$ cat config.mk
export PLATFORM = sky130hd
export DESIGN_NAME = dual_prescaled_timer_counters
export DESIGN_NICKNAME = d
export VERILOG_FILES = /design/src/design/timer_pkg.sv /design/src/design/dual_prescaled_timer_counters.sv /design/src/design/pin_edge_sync.sv /design/src/design/tick_prescaler.sv
export VERILOG_INCLUDE_DIRS = /design/src /design/src/design
export SDC_FILE = /design/constraint.sdc
export NUM_CORES = 1
export LEC_CHECK = 0
export BUFFER_PORTS_ARGS = -buffer_cell sky130_fd_sc_hd__buf_2
export CAP_MARGIN = 10
export CORE_MARGIN = 1
export CORE_UTILIZATION = 55
export DETAILED_ROUTE_END_ITERATION = 16
export GPL_ROUTABILITY_DRIVEN = 0
export PLACE_DENSITY = 0.89
export REMOVE_ABC_BUFFERS = 1
export SLEW_MARGIN = 20
export SYNTH_ARGS = -nofsm -noshare
export SYNTH_HDL_FRONTEND = slang
export SYNTH_SLANG_ARGS = --single-unit
$ cat constraint.sdc
create_clock -name pclk -period 3.2 [get_ports pclk]
set_input_delay 0.32 -clock pclk [delete_from_list [all_inputs] [get_ports pclk]]
set_output_delay 0.32 -clock pclk [all_outputs]
set_load 0.01 [all_outputs]
$ cat src/design/timer_defines.svh
// Offsets, codes, masks and reset values for the dual timer/counters
`ifndef TIMER_DEFINES_SVH
`define TIMER_DEFINES_SVH

// ==========================================================
// Register byte addresses
`define ADDR_T0_CTRL 12'h000
`define ADDR_T0_COUNT 12'h004
`define ADDR_T2_CTRL 12'h008
`define ADDR_T2_COUNT 12'h00C
`define ADDR_T2_COMPARE 12'h010

// ==========================================================
// Control fields
`define CS_MSB 2
`define CTC_BIT 3
`define PWM_BIT 6
`define T2_CTRL_MSB 6

// ==========================================================
// Clock select codes
`define CS_STOP 3'h0
`define CS_DIV1 3'h1
`define T0_CS_DIV8 3'h2
`define T0_CS_DIV64 3'h3
`define T0_CS_DIV256 3'h4
`define T0_CS_DIV1024 3'h5
`define T0_CS_FALL 3'h6
`define T0_CS_RISE 3'h7
`define T2_CS_DIV8 3'h2
`define T2_CS_DIV32 3'h3
`define T2_CS_DIV64 3'h4
`define T2_CS_DIV128 3'h5
`define T2_CS_DIV256 3'h6
`define T2_CS_DIV1024 3'h7

// ==========================================================
// Prescaler taps and masks
`define TAP_1 0
`define TAP_8 1
`define TAP_32 2
`define TAP_64 3
`define TAP_128 4
`define TAP_256 5
`define TAP_1024 6
`define MASK_8 10'h007
`define MASK_32 10'h01F
`define MASK_64 10'h03F
`define MASK_128 10'h07F
`define MASK_256 10'h0FF
`define MASK_1024 10'h3FF

// ==========================================================
// Values
`define COUNT_MAX 8'hFF
`define COUNT_ZERO 8'h00
`define COUNT_ONE 8'h01
`define CS_RESET 3'h0
`define COMPARE_RESET 8'h00
`define PRESCALE_RESET 10'h000
`define PRESCALE_ONE 10'h001

`endif

$ cat src/design/timer_pkg.sv
// Types shared by the dual timer/counter design
package timer_pkg;
   typedef logic [7:0] count_t;
   typedef logic [2:0] clk_sel_t;
   typedef logic [11:0] apb_addr_t;
   typedef logic [31:0] apb_data_t;
   typedef logic [6:0] taps_t;
   typedef enum logic {DIR_UP, DIR_DOWN} count_dir_t;
endpackage : timer_pkg

$ cat src/design/dual_prescaled_timer_counters.sv
// Two 8-bit timer/counters with prescalers behind an APB slave
//
// Chosen here: the APB interface to the registers and the address map.
`timescale 1ns/100ps
`include "timer_defines.svh"
module dual_prescaled_timer_counters (
   input wire logic pclk,
   input wire logic presetn,
   input wire logic psel,
   input wire logic penable,
   input wire logic pwrite,
   input timer_pkg::apb_addr_t paddr,
   input timer_pkg::apb_data_t pwdata,
   output timer_pkg::apb_data_t prdata,
   output logic pready,
   output logic pslverr,
   input wire logic timer_zero_count_pin,
   input wire logic timer2_prescaler_source,
   output timer_pkg::count_t timer0_value,
   output timer_pkg::count_t timer2_value
);
   import timer_pkg::*;

   // ==========================================================
   // Declarations
   clk_sel_t timer0_clock_select;
   clk_sel_t timer2_clock_select;
   logic timer2_clear_on_match;
   logic timer2_pwm_mode;
   count_t timer0_count;
   count_t timer2_count_value;
   count_t timer2_compare;
   count_dir_t dir;
   count_dir_t next_dir;
   count_t next_timer0_count;
   count_t next_timer2_count;
   apb_data_t next_prdata;
   taps_t t0_taps;
   taps_t t2_taps;
   logic pin_rise;
   logic pin_fall;
   logic src_rise;
   logic t0_tick;
   logic t2_tick;
   logic setup_phase;
   logic wr_access;
   logic hit_t0_ctrl;
   logic hit_t0_count;
   logic hit_t2_ctrl;
   logic hit_t2_count;
   logic hit_t2_compare;
   logic mapped;
   logic wr_t0_ctrl;
   logic wr_t2_ctrl;
   logic wr_t2_count;
   logic wr_t2_compare;
   logic t2_match;
   apb_data_t t0_ctrl_word;
   apb_data_t t2_ctrl_word;

   // ==========================================================
   // Tap selection functions
   // Timer0 taps come from the main clock prescaler
   function automatic logic pick_t0(input clk_sel_t sel, input taps_t taps,
                                    input logic rise, input logic fall);
      logic tick;
      tick = 1'b0;
      unique case (sel)
         `CS_STOP: tick = 1'b0;
         `CS_DIV1: tick = taps[`TAP_1];
         `T0_CS_DIV8: tick = taps[`TAP_8];
         `T0_CS_DIV64: tick = taps[`TAP_64];
         `T0_CS_DIV256: tick = taps[`TAP_256];
         `T0_CS_DIV1024: tick = taps[`TAP_1024];
         `T0_CS_FALL: tick = fall;
         `T0_CS_RISE: tick = rise;
      endcase
      return tick;
   endfunction : pick_t0

   // Timer2 taps come from its own source prescaler
   function automatic logic pick_t2(input clk_sel_t sel, input taps_t taps);
      logic tick;
      tick = 1'b0;
      unique case (sel)
         `CS_STOP: tick = 1'b0;
         `CS_DIV1: tick = taps[`TAP_1];
         `T2_CS_DIV8: tick = taps[`TAP_8];
         `T2_CS_DIV32: tick = taps[`TAP_32];
         `T2_CS_DIV64: tick = taps[`TAP_64];
         `T2_CS_DIV128: tick = taps[`TAP_128];
         `T2_CS_DIV256: tick = taps[`TAP_256];
         `T2_CS_DIV1024: tick = taps[`TAP_1024];
      endcase
      return tick;
   endfunction : pick_t2

   // ==========================================================
   // Pin synchronisers
   // sync and edge detect
   pin_edge_sync count_pin_sync (
      .pclk(pclk),
      .presetn(presetn),
      .pin(timer_zero_count_pin),
      .rise(pin_rise),
      .fall(pin_fall)
   );

   // Timer2 source is slow against pclk; only its rising edges count
   pin_edge_sync source_sync (
      .pclk(pclk),
      .presetn(presetn),
      .pin(timer2_prescaler_source),
      .rise(src_rise),
      .fall()
   );

   // ==========================================================
   // Prescalers
   // taps straight from pclk
   tick_prescaler t0_prescaler (
      .pclk(pclk),
      .presetn(presetn),
      .tick_in(1'b1),
      .taps(t0_taps)
   );

   tick_prescaler t2_prescaler (
      .pclk(pclk),
      .presetn(presetn),
      .tick_in(src_rise),
      .taps(t2_taps)
   );

   assign t0_tick = pick_t0(timer0_clock_select, t0_taps, pin_rise, pin_fall);
   assign t2_tick = pick_t2(timer2_clock_select, t2_taps);

   // ==========================================================
   // APB decode
   assign setup_phase = psel && !penable;
   assign wr_access = psel && penable && pwrite;
   assign hit_t0_ctrl = (paddr == `ADDR_T0_CTRL);
   assign hit_t0_count = (paddr == `ADDR_T0_COUNT);
   assign hit_t2_ctrl = (paddr == `ADDR_T2_CTRL);
   assign hit_t2_count = (paddr == `ADDR_T2_COUNT);
   assign hit_t2_compare = (paddr == `ADDR_T2_COMPARE);
   assign mapped = hit_t0_ctrl || hit_t0_count || hit_t2_ctrl ||
                   hit_t2_count || hit_t2_compare;
   assign wr_t0_ctrl = wr_access && hit_t0_ctrl;
   assign wr_t2_ctrl = wr_access && hit_t2_ctrl;
   assign wr_t2_count = wr_access && hit_t2_count;
   assign wr_t2_compare = wr_access && hit_t2_compare;

   // Zero wait states; unmapped addresses answer with an error
   assign pready = 1'b1;
   assign pslverr = psel && penable && !mapped;

   // Read words; unused upper bits read as zero
   // reserved bits read zero
   assign t0_ctrl_word = {29'h0000_0000, timer0_clock_select};
   assign t2_ctrl_word = {25'h000_0000, timer2_pwm_mode, 2'h0,
                          timer2_clear_on_match, timer2_clock_select};
   assign next_prdata = hit_t0_ctrl ? t0_ctrl_word :
                        hit_t0_count ? {24'h00_0000, timer0_count} :
                        hit_t2_ctrl ? t2_ctrl_word :
                        hit_t2_count ? {24'h00_0000, timer2_count_value} :
                        hit_t2_compare ? {24'h00_0000, timer2_compare} :
                        32'h0000_0000;

   // Read data latched in setup; the count may move one cycle later
   always_ff @(posedge pclk or negedge presetn) begin
      if (!presetn) begin
         prdata <= 32'h0000_0000;
      end else if (setup_phase) begin
         prdata <= pwrite ? 32'h0000_0000 : next_prdata;
      end
   end

   // ==========================================================
   // Control registers
   always_ff @(posedge pclk or negedge presetn) begin
      if (!presetn) begin
         timer0_clock_select <= `CS_RESET;
         timer2_clock_select <= `CS_RESET;
         timer2_clear_on_match <= 1'b0;
         timer2_pwm_mode <= 1'b0;
         timer2_compare <= `COMPARE_RESET;
      end else begin
         if (wr_t0_ctrl) begin
            timer0_clock_select <= pwdata[`CS_MSB:0];
         end
         if (wr_t2_ctrl) begin
            timer2_clock_select <= pwdata[`CS_MSB:0];
            timer2_clear_on_match <= pwdata[`CTC_BIT];
            timer2_pwm_mode <= pwdata[`PWM_BIT];
         end
         if (wr_t2_compare) begin
            timer2_compare <= pwdata[7:0];
         end
      end
   end

   // ==========================================================
   // Timer0 counter
   // stop code gates the count
   assign next_timer0_count = t0_tick ? timer0_count + `COUNT_ONE : timer0_count;

   always_ff @(posedge pclk or negedge presetn) begin
      if (!presetn) begin
         timer0_count <= `COUNT_ZERO;
      end else begin
         timer0_count <= next_timer0_count;
      end
   end

   // ==========================================================
   // Timer2 next-state
   assign t2_match = (timer2_count_value == timer2_compare);

   always_comb begin
      next_timer2_count = timer2_count_value;
      next_dir = dir;
      if (wr_t2_count) begin
         // write wins, count resumes next tick
         next_timer2_count = pwdata[7:0];
      end else if (t2_tick) begin
         if (timer2_pwm_mode && timer2_clear_on_match) begin
            next_timer2_count = timer2_count_value + `COUNT_ONE;
         end else if (timer2_pwm_mode) begin
            // reverse at 255 and at 0
            unique case (dir)
               DIR_UP: begin
                  if (timer2_count_value == `COUNT_MAX) begin
                     next_dir = DIR_DOWN;
                     next_timer2_count = timer2_count_value - `COUNT_ONE;
                  end else begin
                     next_timer2_count = timer2_count_value + `COUNT_ONE;
                  end
               end
               DIR_DOWN: begin
                  if (timer2_count_value == `COUNT_ZERO) begin
                     next_dir = DIR_UP;
                     next_timer2_count = timer2_count_value + `COUNT_ONE;
                  end else begin
                     next_timer2_count = timer2_count_value - `COUNT_ONE;
                  end
               end
            endcase
         end else if (timer2_clear_on_match && t2_match) begin
            // clear on the tick after match
            next_timer2_count = `COUNT_ZERO;
         end else begin
            next_timer2_count = timer2_count_value + `COUNT_ONE;
         end
      end
      if (!timer2_pwm_mode) begin
         next_dir = DIR_UP;
      end
   end

   // Timer2 count and direction
   always_ff @(posedge pclk or negedge presetn) begin
      if (!presetn) begin
         timer2_count_value <= `COUNT_ZERO;
         dir <= DIR_UP;
      end else begin
         timer2_count_value <= next_timer2_count;
         dir <= next_dir;
      end
   end

   assign timer0_value = timer0_count;
   assign timer2_value = timer2_count_value;
endmodule : dual_prescaled_timer_counters

$ cat src/design/pin_edge_sync.sv
// Three-flop synchroniser with agreement filter and edge strobes
`timescale 1ns/100ps
module pin_edge_sync (
   input wire logic pclk,
   input wire logic presetn,
   input wire logic pin,
   output logic rise,
   output logic fall
);
   logic stage1;
   logic stage2;
   logic stage3;
   logic level;
   logic agree;

   // ==========================================================
   // Synchroniser chain; stage1 feeds stage2 only
   always_ff @(posedge pclk or negedge presetn) begin
      if (!presetn) begin
         stage1 <= 1'b0;
         stage2 <= 1'b0;
         stage3 <= 1'b0;
         level <= 1'b0;
      end else begin
         stage1 <= pin;
         stage2 <= stage1;
         stage3 <= stage2;
         if (agree) begin
            level <= stage3;
         end
      end
   end

   // Change counts only once stages two and three agree
   assign agree = (stage2 == stage3);
   assign rise = agree && stage3 && !level;
   assign fall = agree && !stage3 && level;
endmodule : pin_edge_sync

$ cat src/design/tick_prescaler.sv
// Ten-bit prescaler giving strobes at 1, 8, 32, 64, 128, 256, 1024
`timescale 1ns/100ps
`include "timer_defines.svh"
module tick_prescaler (
   input wire logic pclk,
   input wire logic presetn,
   input wire logic tick_in,
   output timer_pkg::taps_t taps
);
   import timer_pkg::*;
   logic [9:0] count;

   // ==========================================================
   // Free-running divider, advanced by each source tick
   always_ff @(posedge pclk or negedge presetn) begin
      if (!presetn) begin
         count <= `PRESCALE_RESET;
      end else if (tick_in) begin
         count <= count + `PRESCALE_ONE;
      end
   end

   // A tap fires on the tick that completes its period
   assign taps[`TAP_1] = tick_in;
   assign taps[`TAP_8] = tick_in && ((count & `MASK_8) == `MASK_8);
   assign taps[`TAP_32] = tick_in && ((count & `MASK_32) == `MASK_32);
   assign taps[`TAP_64] = tick_in && ((count & `MASK_64) == `MASK_64);
   assign taps[`TAP_128] = tick_in && ((count & `MASK_128) == `MASK_128);
   assign taps[`TAP_256] = tick_in && ((count & `MASK_256) == `MASK_256);
   assign taps[`TAP_1024] = tick_in && ((count & `MASK_1024) == `MASK_1024);
endmodule : tick_prescaler

==> results of run 1 <==
metal layers:
layer | up-vias | track usage | part of all wire
met2 | 190 | 0.383 | 0.47
met5 | - | 0 | 0
met4 | 0 | 0.0760 | 0.016
met3 | 23 | 0.0584 | 0.092
li1 | 1522 | - | -
met1 | 1574 | 0.323 | 0.42
report_power, final:
part / leakage, nW / internal (W) / total [W] / switching (W)
logic: 1.09 / 0.0000640 / 0.000153 / 0.0000891
registers: 0.903 / 0.000909 / 0.000942 / 0.0000339
clock network: 0.116 / 0.000452 / 0.000823 / 0.000371
registers in the layout (all words and copies together) (netlist names):
| signal | cells |
|---|---|
| count_pin_sync.level | 1 |
| count_pin_sync.stage1 | 1 |
| count_pin_sync.stage2 | 1 |
| count_pin_sync.stage3 | 1 |
| dir | 1 |
| prdata | 8 |
| source_sync.level | 1 |
| source_sync.stage1 | 1 |
| source_sync.stage2 | 1 |
| source_sync.stage3 | 1 |
| t0_prescaler.count | 10 |
| t2_prescaler.count | 10 |
| timer0_clock_select | 3 |
| timer0_value | 8 |
| timer2_clear_on_match | 1 |
| timer2_clock_select | 3 |
| timer2_compare | 8 |
| timer2_pwm_mode | 1 |
| timer2_value | 8 |
stage by stage:
step	worst slack (ns)	instances	power, W	utilization
finish	0.636	562	0.00192	0.648
global route	0.475	562	0.00199	0.648
CTS	0.743	562	0.00193	0.648
detailed placement	0.777	546	0.00111	0.615
global placement	0.844	546	0.00110	0.615
floorplan	0.907	394	0.00104	-
cells by family (layout without fill, tap and decap cells):
logic type                 Yosys count  after routing
adders and majority gates           12             12
DFF                                 69             69
AOI/OAI and AO/OA                   84             84
buffers and inverters               52             82
muxes                               24             24
and+or+nand+nor                    135            135
other                                2             25
xor gates and xnor gates            35             35
cell type report:
cell class                      instances  area [um2]  area share
Sequential cell                        69        1730       0.382
Timing Repair Buffer                   56         293      0.0647
Clock inverter                          7         106      0.0235
Multi-Input combinational cell        315        2120       0.468
Clock buffer                            9         124      0.0274
Inverter                               10        37.5     0.00829
Tap cell                               96         120      0.0265
worst reg2reg max path, cell delays in order (launching register included):
cell,delay (ns)
dfrtp_1,0.56
ha_1,0.32
nand4_1,0.22
nor4b_2,0.61
o21ai_2,0.22
nor4bb_1,0.32
a211oi_1,0.08
o32ai_1,0.14
cell usage in the layout, fill, tap and decap left out, drive strengths merged, types with 4 or more instances in the layout:
cell / n
dfrtp: 69
and3: 6
inv: 13
o31ai: 5
xnor2: 25
ha: 12
xor2: 10
nor4b: 4
o21ai: 32
nor3: 13
a211oi: 4
nand2b: 4
buf: 56
nand3: 16
a22oi: 10
nor2b: 6
nand2: 35
mux2: 22
conb: 25
clkbuf: 9
nor2: 24
a21oi: 13
nand4: 7
worst max-delay path by stage:
stage,from,depth (start not counted),end
3_5_place_dp,timer2_value[0],7,timer2_value[2]
5_1_grt,timer2_value[0],7,timer2_value[3]
3_3_place_gp,timer2_value[0],7,timer2_value[2]
6_report,timer2_value[0],7,timer2_value[3]
4_1_cts,timer2_value[0],7,timer2_value[3]
2_1_floorplan,t2_prescaler.count[0],9,dir
==> key figures, run 1 <==
Run status
  – Status: completed

Drt
  – DR pass1 iterations: 5
  – Drt wl/cell: 16.0 um
  – Detail Route Antenna Nets: 0
  – DR DRC count: 0
  – Routed wire length: approximately 9 mm
  – DR iter-0 viols: 239
  – Vias: 3309
  – Vias per inst: 5.89

STA
  – Tmin final: 2.56 ns
  – Tightest Pin Transition: between 0.9 and 1 ns
  – Setup-failing EPs final: 0
  – Hold Violations, Final: 0
  – Setup TNS: 0 ns
  – Final Slew Violations: 0
  – Final period util: 0.801
  – Fmax: 390 MHz
  – RSZ-0062 raised after global routing: false
  – Clock Skew: 0.0117 ns
  – Relative slew margins: 0.359
  – Hold_ws: between 0.07 and 0.08 ns

Setup path
  – CP peak stage delay: around 0.6 ns
  – CP Data Arrival Time: 2.82 ns
  – Slowest-stage cell, CP: nor4b_2
  – CP Cell Sequence: ha_1 -> nand4_1 -> nor4b_2 -> o21ai_2 -> nor4bb_1 -> a211oi_1 -> o32ai_1
  – Worst r2r path cells: 7
  – Critical-path maximum fanout: 11
  – Critical path class: reg -> reg
  – Reg2reg start: timer2_value[0]
  – Crit end category: register
  – Reg-to-reg setup timing slack: 0.64 ns
  – Worst Path Required: 3.46 ns
  – Launching element type of the critical path: register
  – Cell family contributing the most delay on the critical path: simple AND/OR/NAND/NOR gates
  – Worst path buffer plus inverter count: 0
  – RR Endpoint: timer2_value[3]

Logic synthesis
  – Post-Synth XOR/XNOR Area: 0.0754
  – Syn Std Cell Area: 4070 um2
  – Count leader, synth: dfrtp_1
  – Yosys reg bits: 69
  – Synth area leader: dfrtp_1
  – Ranking of synthesized cells by area: dfrtp_1 42%, xnor2_1 5.4%, mux2_2 5.3%
  – Syn Inst Count: approximately 410
  – Simple-Gate Fraction of Synth Area: 0.185
  – Largest family of logic cells by synthesized area: simple AND/OR/NAND/NOR gates
  – Post-synthesis sequential area ratio: 0.425
  – Adder-Cell Fraction of Synth Area: 0.0369
  – Mux cell area share after synthesis: 0.0686
  – EDFF count, synth: 0
  – Synth unique cells: 63
  – Synth Area in Compound Gates: 0.132
  – Top_reg_cell synth: dfrtp_1
  – Share of the synthesized area in the top cell type: 0.425
  – Synthesis Warnings: 0
  – Most frequent cells after synthesis: 69 x dfrtp_1, 34 x nand2_1, 29 x o21ai_0, 26 x buf_4, 25 x xnor2_1
  – Syn_area_per_cell: ~9.8 um2
  – FFs w/ async S/R, synth: 1.00

Clock tree
  – Worst skew pair latency: 0.35 ns
  – Clock buffer depth: 2
  – Post-CTS setup buffer count: 0
  – H-tree Lvls: 3
  – Clock tree from TritonCTS: built
  – Hold_buf cts: 0
  – CTS Root Cell: clkbuf_8
  – Reg clk slew, reported paths: 0.08 ns
  – CTS resizes: 0
  – CTS Buf Count: 9
  – Total clock sinks: 69

Die
  – Starting Density: 0.582
  – Die width: 88.0 um
  – I/O pin count: 101
  – Die area: 7740 um2
  – Rows: 30
  – Die H: 88.0 um
  – Core footprint: 6980 um2

Hold path
  – Beginning of the worst hold path: timer2_prescaler_source
  – WHS Endpoint: source_sync.stage1
  – Hold Crit Class: in -> reg
  – Hold Path Depth: 1

Global route
  – Total Routing Usage GR: 0.240
  – First-pass GRT wire length: 14.3 mm
  – Grt ovf: 0
  – Initial antenna violation count: 0
  – Number of global-route vias before repair: 3030
  – Pin count of the biggest net entering global routing: 43

Layout
  – Fillcell total: 546
  – Post-route cell area: 4530 um2
  – Layout area overhead: 11.3%
  – Nets: 524
  – # diodes: 0
  – Layout cells sized above 1: 0.232

Placement
  – Placed cell area: 4300 um2
  – Final HPWL DP: 6.25 mm
  – Port Buffer Count: 51

Job
  – # Max-Cap Violations: 0

Power
  – VDD IR max: a little over 0.3 mV
  – Cell leakage power: 2.11 nW
  – Power per cell area: 424 nW/um2
(Power assumes the default switching activity.)
==> run 2: changes to the inputs <==
--- a/config.mk
+++ b/config.mk
@@ -9,10 +9,10 @@
 export BUFFER_PORTS_ARGS = -buffer_cell sky130_fd_sc_hd__buf_2
 export CAP_MARGIN = 10
 export CORE_MARGIN = 1
-export CORE_UTILIZATION = 55
+export CORE_UTILIZATION = 49
 export DETAILED_ROUTE_END_ITERATION = 16
 export GPL_ROUTABILITY_DRIVEN = 0
-export PLACE_DENSITY = 0.89
+export PLACE_DENSITY = 0.84
 export REMOVE_ABC_BUFFERS = 1
 export SLEW_MARGIN = 20
 export SYNTH_ARGS = -nofsm -noshare
==> constraint.sdc (replaced) <==
create_clock -name pclk -period 2.3 [get_ports pclk]
set_input_delay 0.23 -clock pclk [delete_from_list [all_inputs] [get_ports pclk]]
set_output_delay 0.23 -clock pclk [all_outputs]
set_load 0.01 [all_outputs]
==> key figures, run 2 (same netlist as run 1, synthesis figures left out) <==
Power
  – Sw Share: 0.263 (was 0.258)
  – Sw Pwr: 0.000668 W (was 0.000494 W)
  – Internal: 0.00187 W (was 0.00142 W)
  – Clock network fraction of total power: 0.391 (was 0.429)
  – Cell leakage power: 2.24 nW (was 2.11 nW)
  – Total power: 0.00254 W (was 0.00192 W)
  – VDD IR max: 0.310 mV (was 0.308 mV)
  – Reg power frac: 0.518 (was 0.491)
  – Power per cell area: 523 nW/um2 (was 424 nW/um2)
  – Comb pwr share: 0.090 (was 0.080)

Setup path
  – Launching element type of the critical path: register (unchanged)
  – Reg-to-reg setup timing slack: -0.01 ns (was 0.64 ns)
  – Worst Path Required: 2.56 ns (was 3.46 ns)
  – CP Data Arrival Time: 2.57 ns (was 2.82 ns)
  – Crit end category: register (unchanged)
  – Critical-path maximum fanout: 4 (was 11)
  – Critical path class: reg -> reg (unchanged)

STA
  – Hold Violations, Final: 0 (unchanged)
  – Tmin final: 2.31 ns (was 2.56 ns)
  – Final period util: 1.00 (was 0.801)
  – Fmax: 433 MHz (was 390 MHz)
  – Tightest Pin Transition: 0.605 ns (was 0.961 ns)
  – RSZ-0062 raised after global routing: true (was false)
  – Setup TNS: -0.0100 ns (was 0 ns)
  – Final worst slack: -0.0100 ns (was 0.636 ns)
  – Final Slew Violations: 0 (unchanged)
  – Clock Skew: 0.00914 ns (was 0.0117 ns)
  – Relative slew margins: 0.596 (was 0.359)
  – Setup-failing EPs final: 1 (was 0)

Layout
  – Nets: 549 (was 524)
  – Most frequent cells in the layout: 69 x dfrtp_1, 51 x buf_2, 33 x nand2_1 (was 69 x dfrtp_1, 51 x buf_2, 34 x nand2_1)
  – Layout area overhead: 19.4% (was 11.3%)
  – Biggest regs: t0_prescaler.count: 10 flops, t2_prescaler.count: 10 flops (unchanged)
  – Layout cells sized above 1: 0.299 (was 0.232)
  – # diodes: 0 (unchanged)
  – Commonest non-fill, non-tap cell in the layout: dfrtp_1 (unchanged)

Clock tree
  – CTS Buf Count: 9 (unchanged)
  – Reg clk slew, reported paths: 0.08 ns (about the same)
  – Clock buffer depth: 2 (unchanged)
  – Total clock sinks: 69 (unchanged)
  – Clock tree from TritonCTS: built (unchanged)
  – CTS Root Cell: clkbuf_8 (unchanged)
  – Worst skew pair latency: 0.36 ns (was 0.35 ns)
  – H-tree Lvls: 3 (unchanged)

Die
  – Rows: 32 (was 30)
  – Die area: 8670 um2 (was 7740 um2)
  – Die H: 93.1 um (was 88.0 um)
  – Starting Density: 0.516 (was 0.582)
  – Core footprint: 7890 um2 (was 6980 um2)
  – I/O pin count: 101 (unchanged)
  – Die width: 93.1 um (was 88.0 um)

Drt
  – Vias: 3428 (was 3309)
  – Vias per inst: 5.78 (was 5.89)
  – DR pass1 iterations: 5 (unchanged)
  – Detail Route Antenna Nets: 0 (unchanged)
  – Routed wire length: 9.46 mm (was 8.98 mm)
  – DR DRC count: 0 (unchanged)
  – Drt wl/cell: 16.0 um (about the same)
  – DR iter-0 viols: 217 (was 239)

Global route
  – Number of global-route vias before repair: 3082 (was 3030)
  – Grt ovf: 0 (unchanged)
  – Total Routing Usage GR: 0.223 (was 0.240)
  – First-pass GRT wire length: 14.9 mm (was 14.3 mm)
  – Pin count of the biggest net entering global routing: 35 (was 43)
  – Initial antenna violation count: 0 (unchanged)

Hold path
  – Hold Crit Class: in -> reg (unchanged)

Placement
  – Port Buffer Count: 51 (unchanged)
  – Final HPWL DP: 6.59 mm (was 6.25 mm)

Run status
  – Status: finished, violations left (was completed)
  – Failing checks: setup timing

Job
  – # Max-Cap Violations: 0 (unchanged)
[run 2: cell type report]
cell class	count	area, um2
multi-input combinational	315	2220
sequential	69	1730
tap	102	128
clock buffer	9	124
clock inverter	7	72.6
fill	601	3030
inverter	10	37.5
timing repair buffer	81	547
[run 2: path summary, 6_finish.rpt]
check / cells past startpoint / from / end
setup reg to reg: 10 / t2_prescaler.count[0] / timer2_value[6]
hold / removal: 2 / pwdata[4] / timer2_compare[4]
setup / recovery: 10 / t2_prescaler.count[0] / timer2_value[6]
hold reg to reg: 0 / source_sync.stage1 / source_sync.stage2
max in group asynchronous: 3 / presetn / t2_prescaler.count[5]
min in group asynchronous: 2 / presetn / t0_prescaler.count[8]
[run 2: power by group through the flow]
stage / clock (W) / sequential, W / combinational (W)
floorplan: 0 / 0.00132 / 0.000119
global placement: 0 / 0.00133 / 0.000207
detailed placement: 0 / 0.00134 / 0.000219
CTS: 0.00101 / 0.00131 / 0.000226
global route: 0.00107 / 0.00133 / 0.000260
finish: 0.000993 / 0.00132 / 0.000230
[run 2: repair_timing]
action                                  in CTS  in global routing
setup buffers                                0                  5
gates cloned                                 0                  1
hold buffers                                 3                  0
resized for setup                            1                 22
hold endpoints to repair                    19                  0
pin swaps                                    0                  8
endpoints found under the setup margin       3                  9
[run 2: stage by stage]
step           hold slack [ns]  std cells  setup slack, ns  cell area [um2]   util
6_report                 0.130        593          -0.0100             4850  0.615
2_1_floorplan          -0.0656        394          0.00672             3880      -
3_5_place_dp             0.194        568           0.0102             4450  0.564
4_1_cts                  0.113        587           0.0243             4680  0.593
5_1_grt                  0.124        593           -0.148             4850  0.615
3_3_place_gp             0.195        568            0.102             4450  0.564
[run 2: critical path, stage by stage, from the launching register on]
cell and delay (ns):
dfrtp_1 0.39, ha_2 0.19, and3_4 0.20, ha_4 0.11
and3b_1 0.17, nor4b_2 0.26, a41o_2 0.21, nand2_2 0.09
buf_4 0.16, a31o_2 0.22, o31ai_2 0.21
[run 2: layer usage]
layer	global-route usage	wire length, um	vias up
li1	-	-	1565
met5	0	0	-
met3	0.0553	728	24
met1	0.290	3940	1643
met2	0.353	4580	196
met4	0.0936	211	0
==> run 3: changes to the inputs <==
--- a/config.mk
+++ b/config.mk
@@ -13,6 +13,7 @@
 export DETAILED_ROUTE_END_ITERATION = 16
 export GPL_ROUTABILITY_DRIVEN = 0
 export PLACE_DENSITY = 0.84
+export RECOVER_POWER = 50
 export REMOVE_ABC_BUFFERS = 1
 export SLEW_MARGIN = 20
 export SYNTH_ARGS = -nofsm -noshare
==> key figures, run 3 (same netlist as run 1, synthesis figures left out) <==
Setup path
  – Cell family contributing the most delay on the critical path: simple AND/OR/NAND/NOR gates (unchanged)
  – RR Endpoint: timer2_value[6] (unchanged)
  – Reg2reg start: t2_prescaler.count[0] (unchanged)
  – Critical-path maximum fanout: 4 (unchanged)
  – CP peak stage delay: 0.39 ns (about the same)
  – Worst Path Required: 2.56 ns (about the same)
  – Critical path class: reg -> reg (unchanged)
  – Slowest-stage cell, CP: dfrtp_1 (unchanged)
  – Crit end category: register (unchanged)
  – CP Cell Sequence: ha_2 -> and3_4 -> ha_4 -> and3b_1 -> nor4b_2 -> a41o_2 -> nand2_2 -> buf_4 -> a31o_2 -> o31ai_2 (unchanged)
  – Worst path buffer plus inverter count: 1 (unchanged)
  – CP Data Arrival Time: 2.58 ns (was 2.57 ns)
  – Worst r2r path cells: 10 (unchanged)
  – Launching element type of the critical path: register (unchanged)
  – Reg-to-reg setup timing slack: -0.02 ns (was -0.01 ns)

Hold path
  – Hold Crit Class: in -> reg (unchanged)
  – Beginning of the worst hold path: pwdata[4] (unchanged)
  – WHS Endpoint: timer2_compare[4] (unchanged)
  – Hold Path Depth: 2 (unchanged)

STA
  – Tightest Pin Transition: 0.941 ns (was 0.605 ns)
  – Tmin final: 2.32 ns (was 2.31 ns)
  – Clock Skew: 0.00972 ns (was 0.00914 ns)
  – Final worst slack: -0.0156 ns (was -0.0100 ns)
  – Final Slew Violations: 0 (unchanged)
  – Final period util: 1.01 (was 1.00)
  – Relative slew margins: 0.373 (was 0.596)
  – Fmax: 432 MHz (was 433 MHz)
  – Hold Violations, Final: 0 (unchanged)
  – RSZ-0062 raised after global routing: true (unchanged)
  – Hold_ws: 0.128 ns (was 0.130 ns)
  – Setup-failing EPs final: 1 (unchanged)

Die
  – Die width: 93.1 um (unchanged)
  – Die area: 8670 um2 (unchanged)
  – Starting Density: 0.516 (unchanged)
  – Die H: 93.1 um (unchanged)
  – Rows: 32 (unchanged)
  – I/O pin count: 101 (unchanged)
  – Core footprint: 7890 um2 (unchanged)

Layout
  – Layout area overhead: 18.9% (was 19.4%)
  – Layout cells sized above 1: 0.297 (was 0.299)
  – Commonest non-fill, non-tap cell in the layout: dfrtp_1 (unchanged)
  – Fillcell total: 604 (was 601)
  – Register area: 1730 um2 (unchanged)
  – Biggest regs: t0_prescaler.count: 10 flops, t2_prescaler.count: 10 flops (unchanged)
  – Core Util, Final: 0.613 (was 0.615)
  – Post-route cell area: 4840 um2 (was 4850 um2)
  – # diodes: 0 (unchanged)
  – Area of the multi-input gates: 2220 um2 (unchanged)
  – Nets: 549 (unchanged)
  – Most frequent cells in the layout: 69 x dfrtp_1, 50 x buf_2, 33 x nand2_1 (was 69 x dfrtp_1, 51 x buf_2, 33 x nand2_1)

Power
  – Sw Share: 0.263 (about the same)
  – VDD IR max: 0.310 mV (about the same)
  – Internal: 0.00187 W (about the same)
  – Clock network fraction of total power: 0.392 (was 0.391)
  – Total power: 0.00253 W (was 0.00254 W)
  – Sw Pwr: 0.000667 W (was 0.000668 W)
  – Comb pwr share: 0.089 (was 0.090)
  – Power per cell area: 524 nW/um2 (was 523 nW/um2)
  – Reg power frac: 0.519 (was 0.518)
  – Cell leakage power: 2.23 nW (was 2.24 nW)

Global route
  – Total Routing Usage GR: 0.223 (unchanged)
  – Initial antenna violation count: 0 (unchanged)
  – Number of global-route vias before repair: 3082 (unchanged)
  – Pin count of the biggest net entering global routing: 35 (unchanged)
  – Grt ovf: 0 (unchanged)
  – First-pass GRT wire length: 14.9 mm (unchanged)

Placement
  – Port Buffer Count: 51 (unchanged)
  – Placed cell area: 4450 um2 (unchanged)
  – Final HPWL DP: 6.59 mm (unchanged)

Clock tree
  – Reg clk slew, reported paths: 0.08 ns (about the same)
  – Total clock sinks: 69 (unchanged)
  – Clock buffer depth: 2 (unchanged)
  – H-tree Lvls: 3 (unchanged)
  – Clock tree from TritonCTS: built (unchanged)
  – Worst skew pair latency: 0.36 ns (about the same)
  – CTS Buf Count: 9 (unchanged)
  – CTS Root Cell: clkbuf_8 (unchanged)

Drt
  – DR iter-0 viols: 237 (was 217)
  – DR DRC count: 0 (unchanged)
  – Vias per inst: 5.81 (was 5.78)
  – Vias: 3445 (was 3428)
  – Routed wire length: 9.46 mm (about the same)
  – Drt wl/cell: 15.9 um (was 16.0 um)
  – DR pass1 iterations: 5 (unchanged)
  – Detail Route Antenna Nets: 0 (unchanged)

Run status
  – Status: finished, violations left (unchanged)
  – Failing checks: setup timing (unchanged)

Job
  – # Max-Cap Violations: 0 (unchanged)
## run 3: changes by cell type in the layout (fill, tap and decap cells not counted), sizes merged
cell,before,now
buf,77,74
clkbuf,10,13
## run 3: stage by stage
stage / setup slack (ns) / setup TNS [ns] / std cells
final: -0.0156 / -0.0156 / 593
after detailed placement: 0.0102 / 0 / 568
after floorplan: 0.00672 / 0 / 394
after CTS: 0.0243 / 0 / 587
after global placement: 0.102 / 0 / 568
after global routing: -0.148 / -0.672 / 593
## run 3: layer usage
layer	part of all wire	vias to the layer above	track usage
met5	0	-	0
met2	0.48	219	0.353
met4	0.025	0	0.0936
met1	0.41	1625	0.290
met3	0.084	36	0.0553
li1	-	1565	-
## run 3: how the worst max path moves through the flow
stage          cells after the start                  start              end  slack [ns]
5_1_grt                            9        timer2_value[1]  timer2_value[4]       -0.15
2_1_floorplan                      9  t2_prescaler.count[0]              dir       0.007
3_5_place_dp                      10  t2_prescaler.count[0]  timer2_value[6]        0.01
3_3_place_gp                       8        timer2_value[0]  timer2_value[3]        0.10
4_1_cts                           10  t2_prescaler.count[0]  timer2_value[3]        0.02
6_report                          10  t2_prescaler.count[0]  timer2_value[6]       -0.02
## run 3: layout make-up
type / instances / area share
clock inverters: 7 / 0.0150
flip-flops and latches: 69 / 0.357
inverters: 10 / 0.00776
repair buffers: 81 / 0.109
multi-input cells: 315 / 0.459
well taps: 102 / 0.0264
clock buffers: 9 / 0.0256
## run 3: timing repair
| action | in CTS | in global routing |
|---|---|---|
| setup endpoints to repair | 3 | 9 |
| resized for setup | 1 | 22 |
| gates cloned | 0 | 1 |
| hold endpoints to repair | 19 | 0 |
| setup buffers | 0 | 5 |
| hold buffers | 3 | 0 |
| pin swaps | 0 | 8 |
## run 3: power by group through the flow
stage          logic (W)  clock network [W]  registers, W
2_1_floorplan   0.000119                  0       0.00132
3_5_place_dp    0.000219                  0       0.00134
5_1_grt         0.000256            0.00107       0.00133
6_report        0.000225           0.000992       0.00132
4_1_cts         0.000226            0.00101       0.00131
3_3_place_gp    0.000207                  0       0.00133
## run 3: worst reg2reg max path: stages (launching register included)
cell and delay (ns):
dfrtp_1 0.39, ha_2 0.19, and3_4 0.20, ha_4 0.11
and3b_1 0.17, nor4b_2 0.26, a41o_2 0.22, nand2_2 0.09
buf_4 0.16, a31o_2 0.22, o31ai_2 0.21
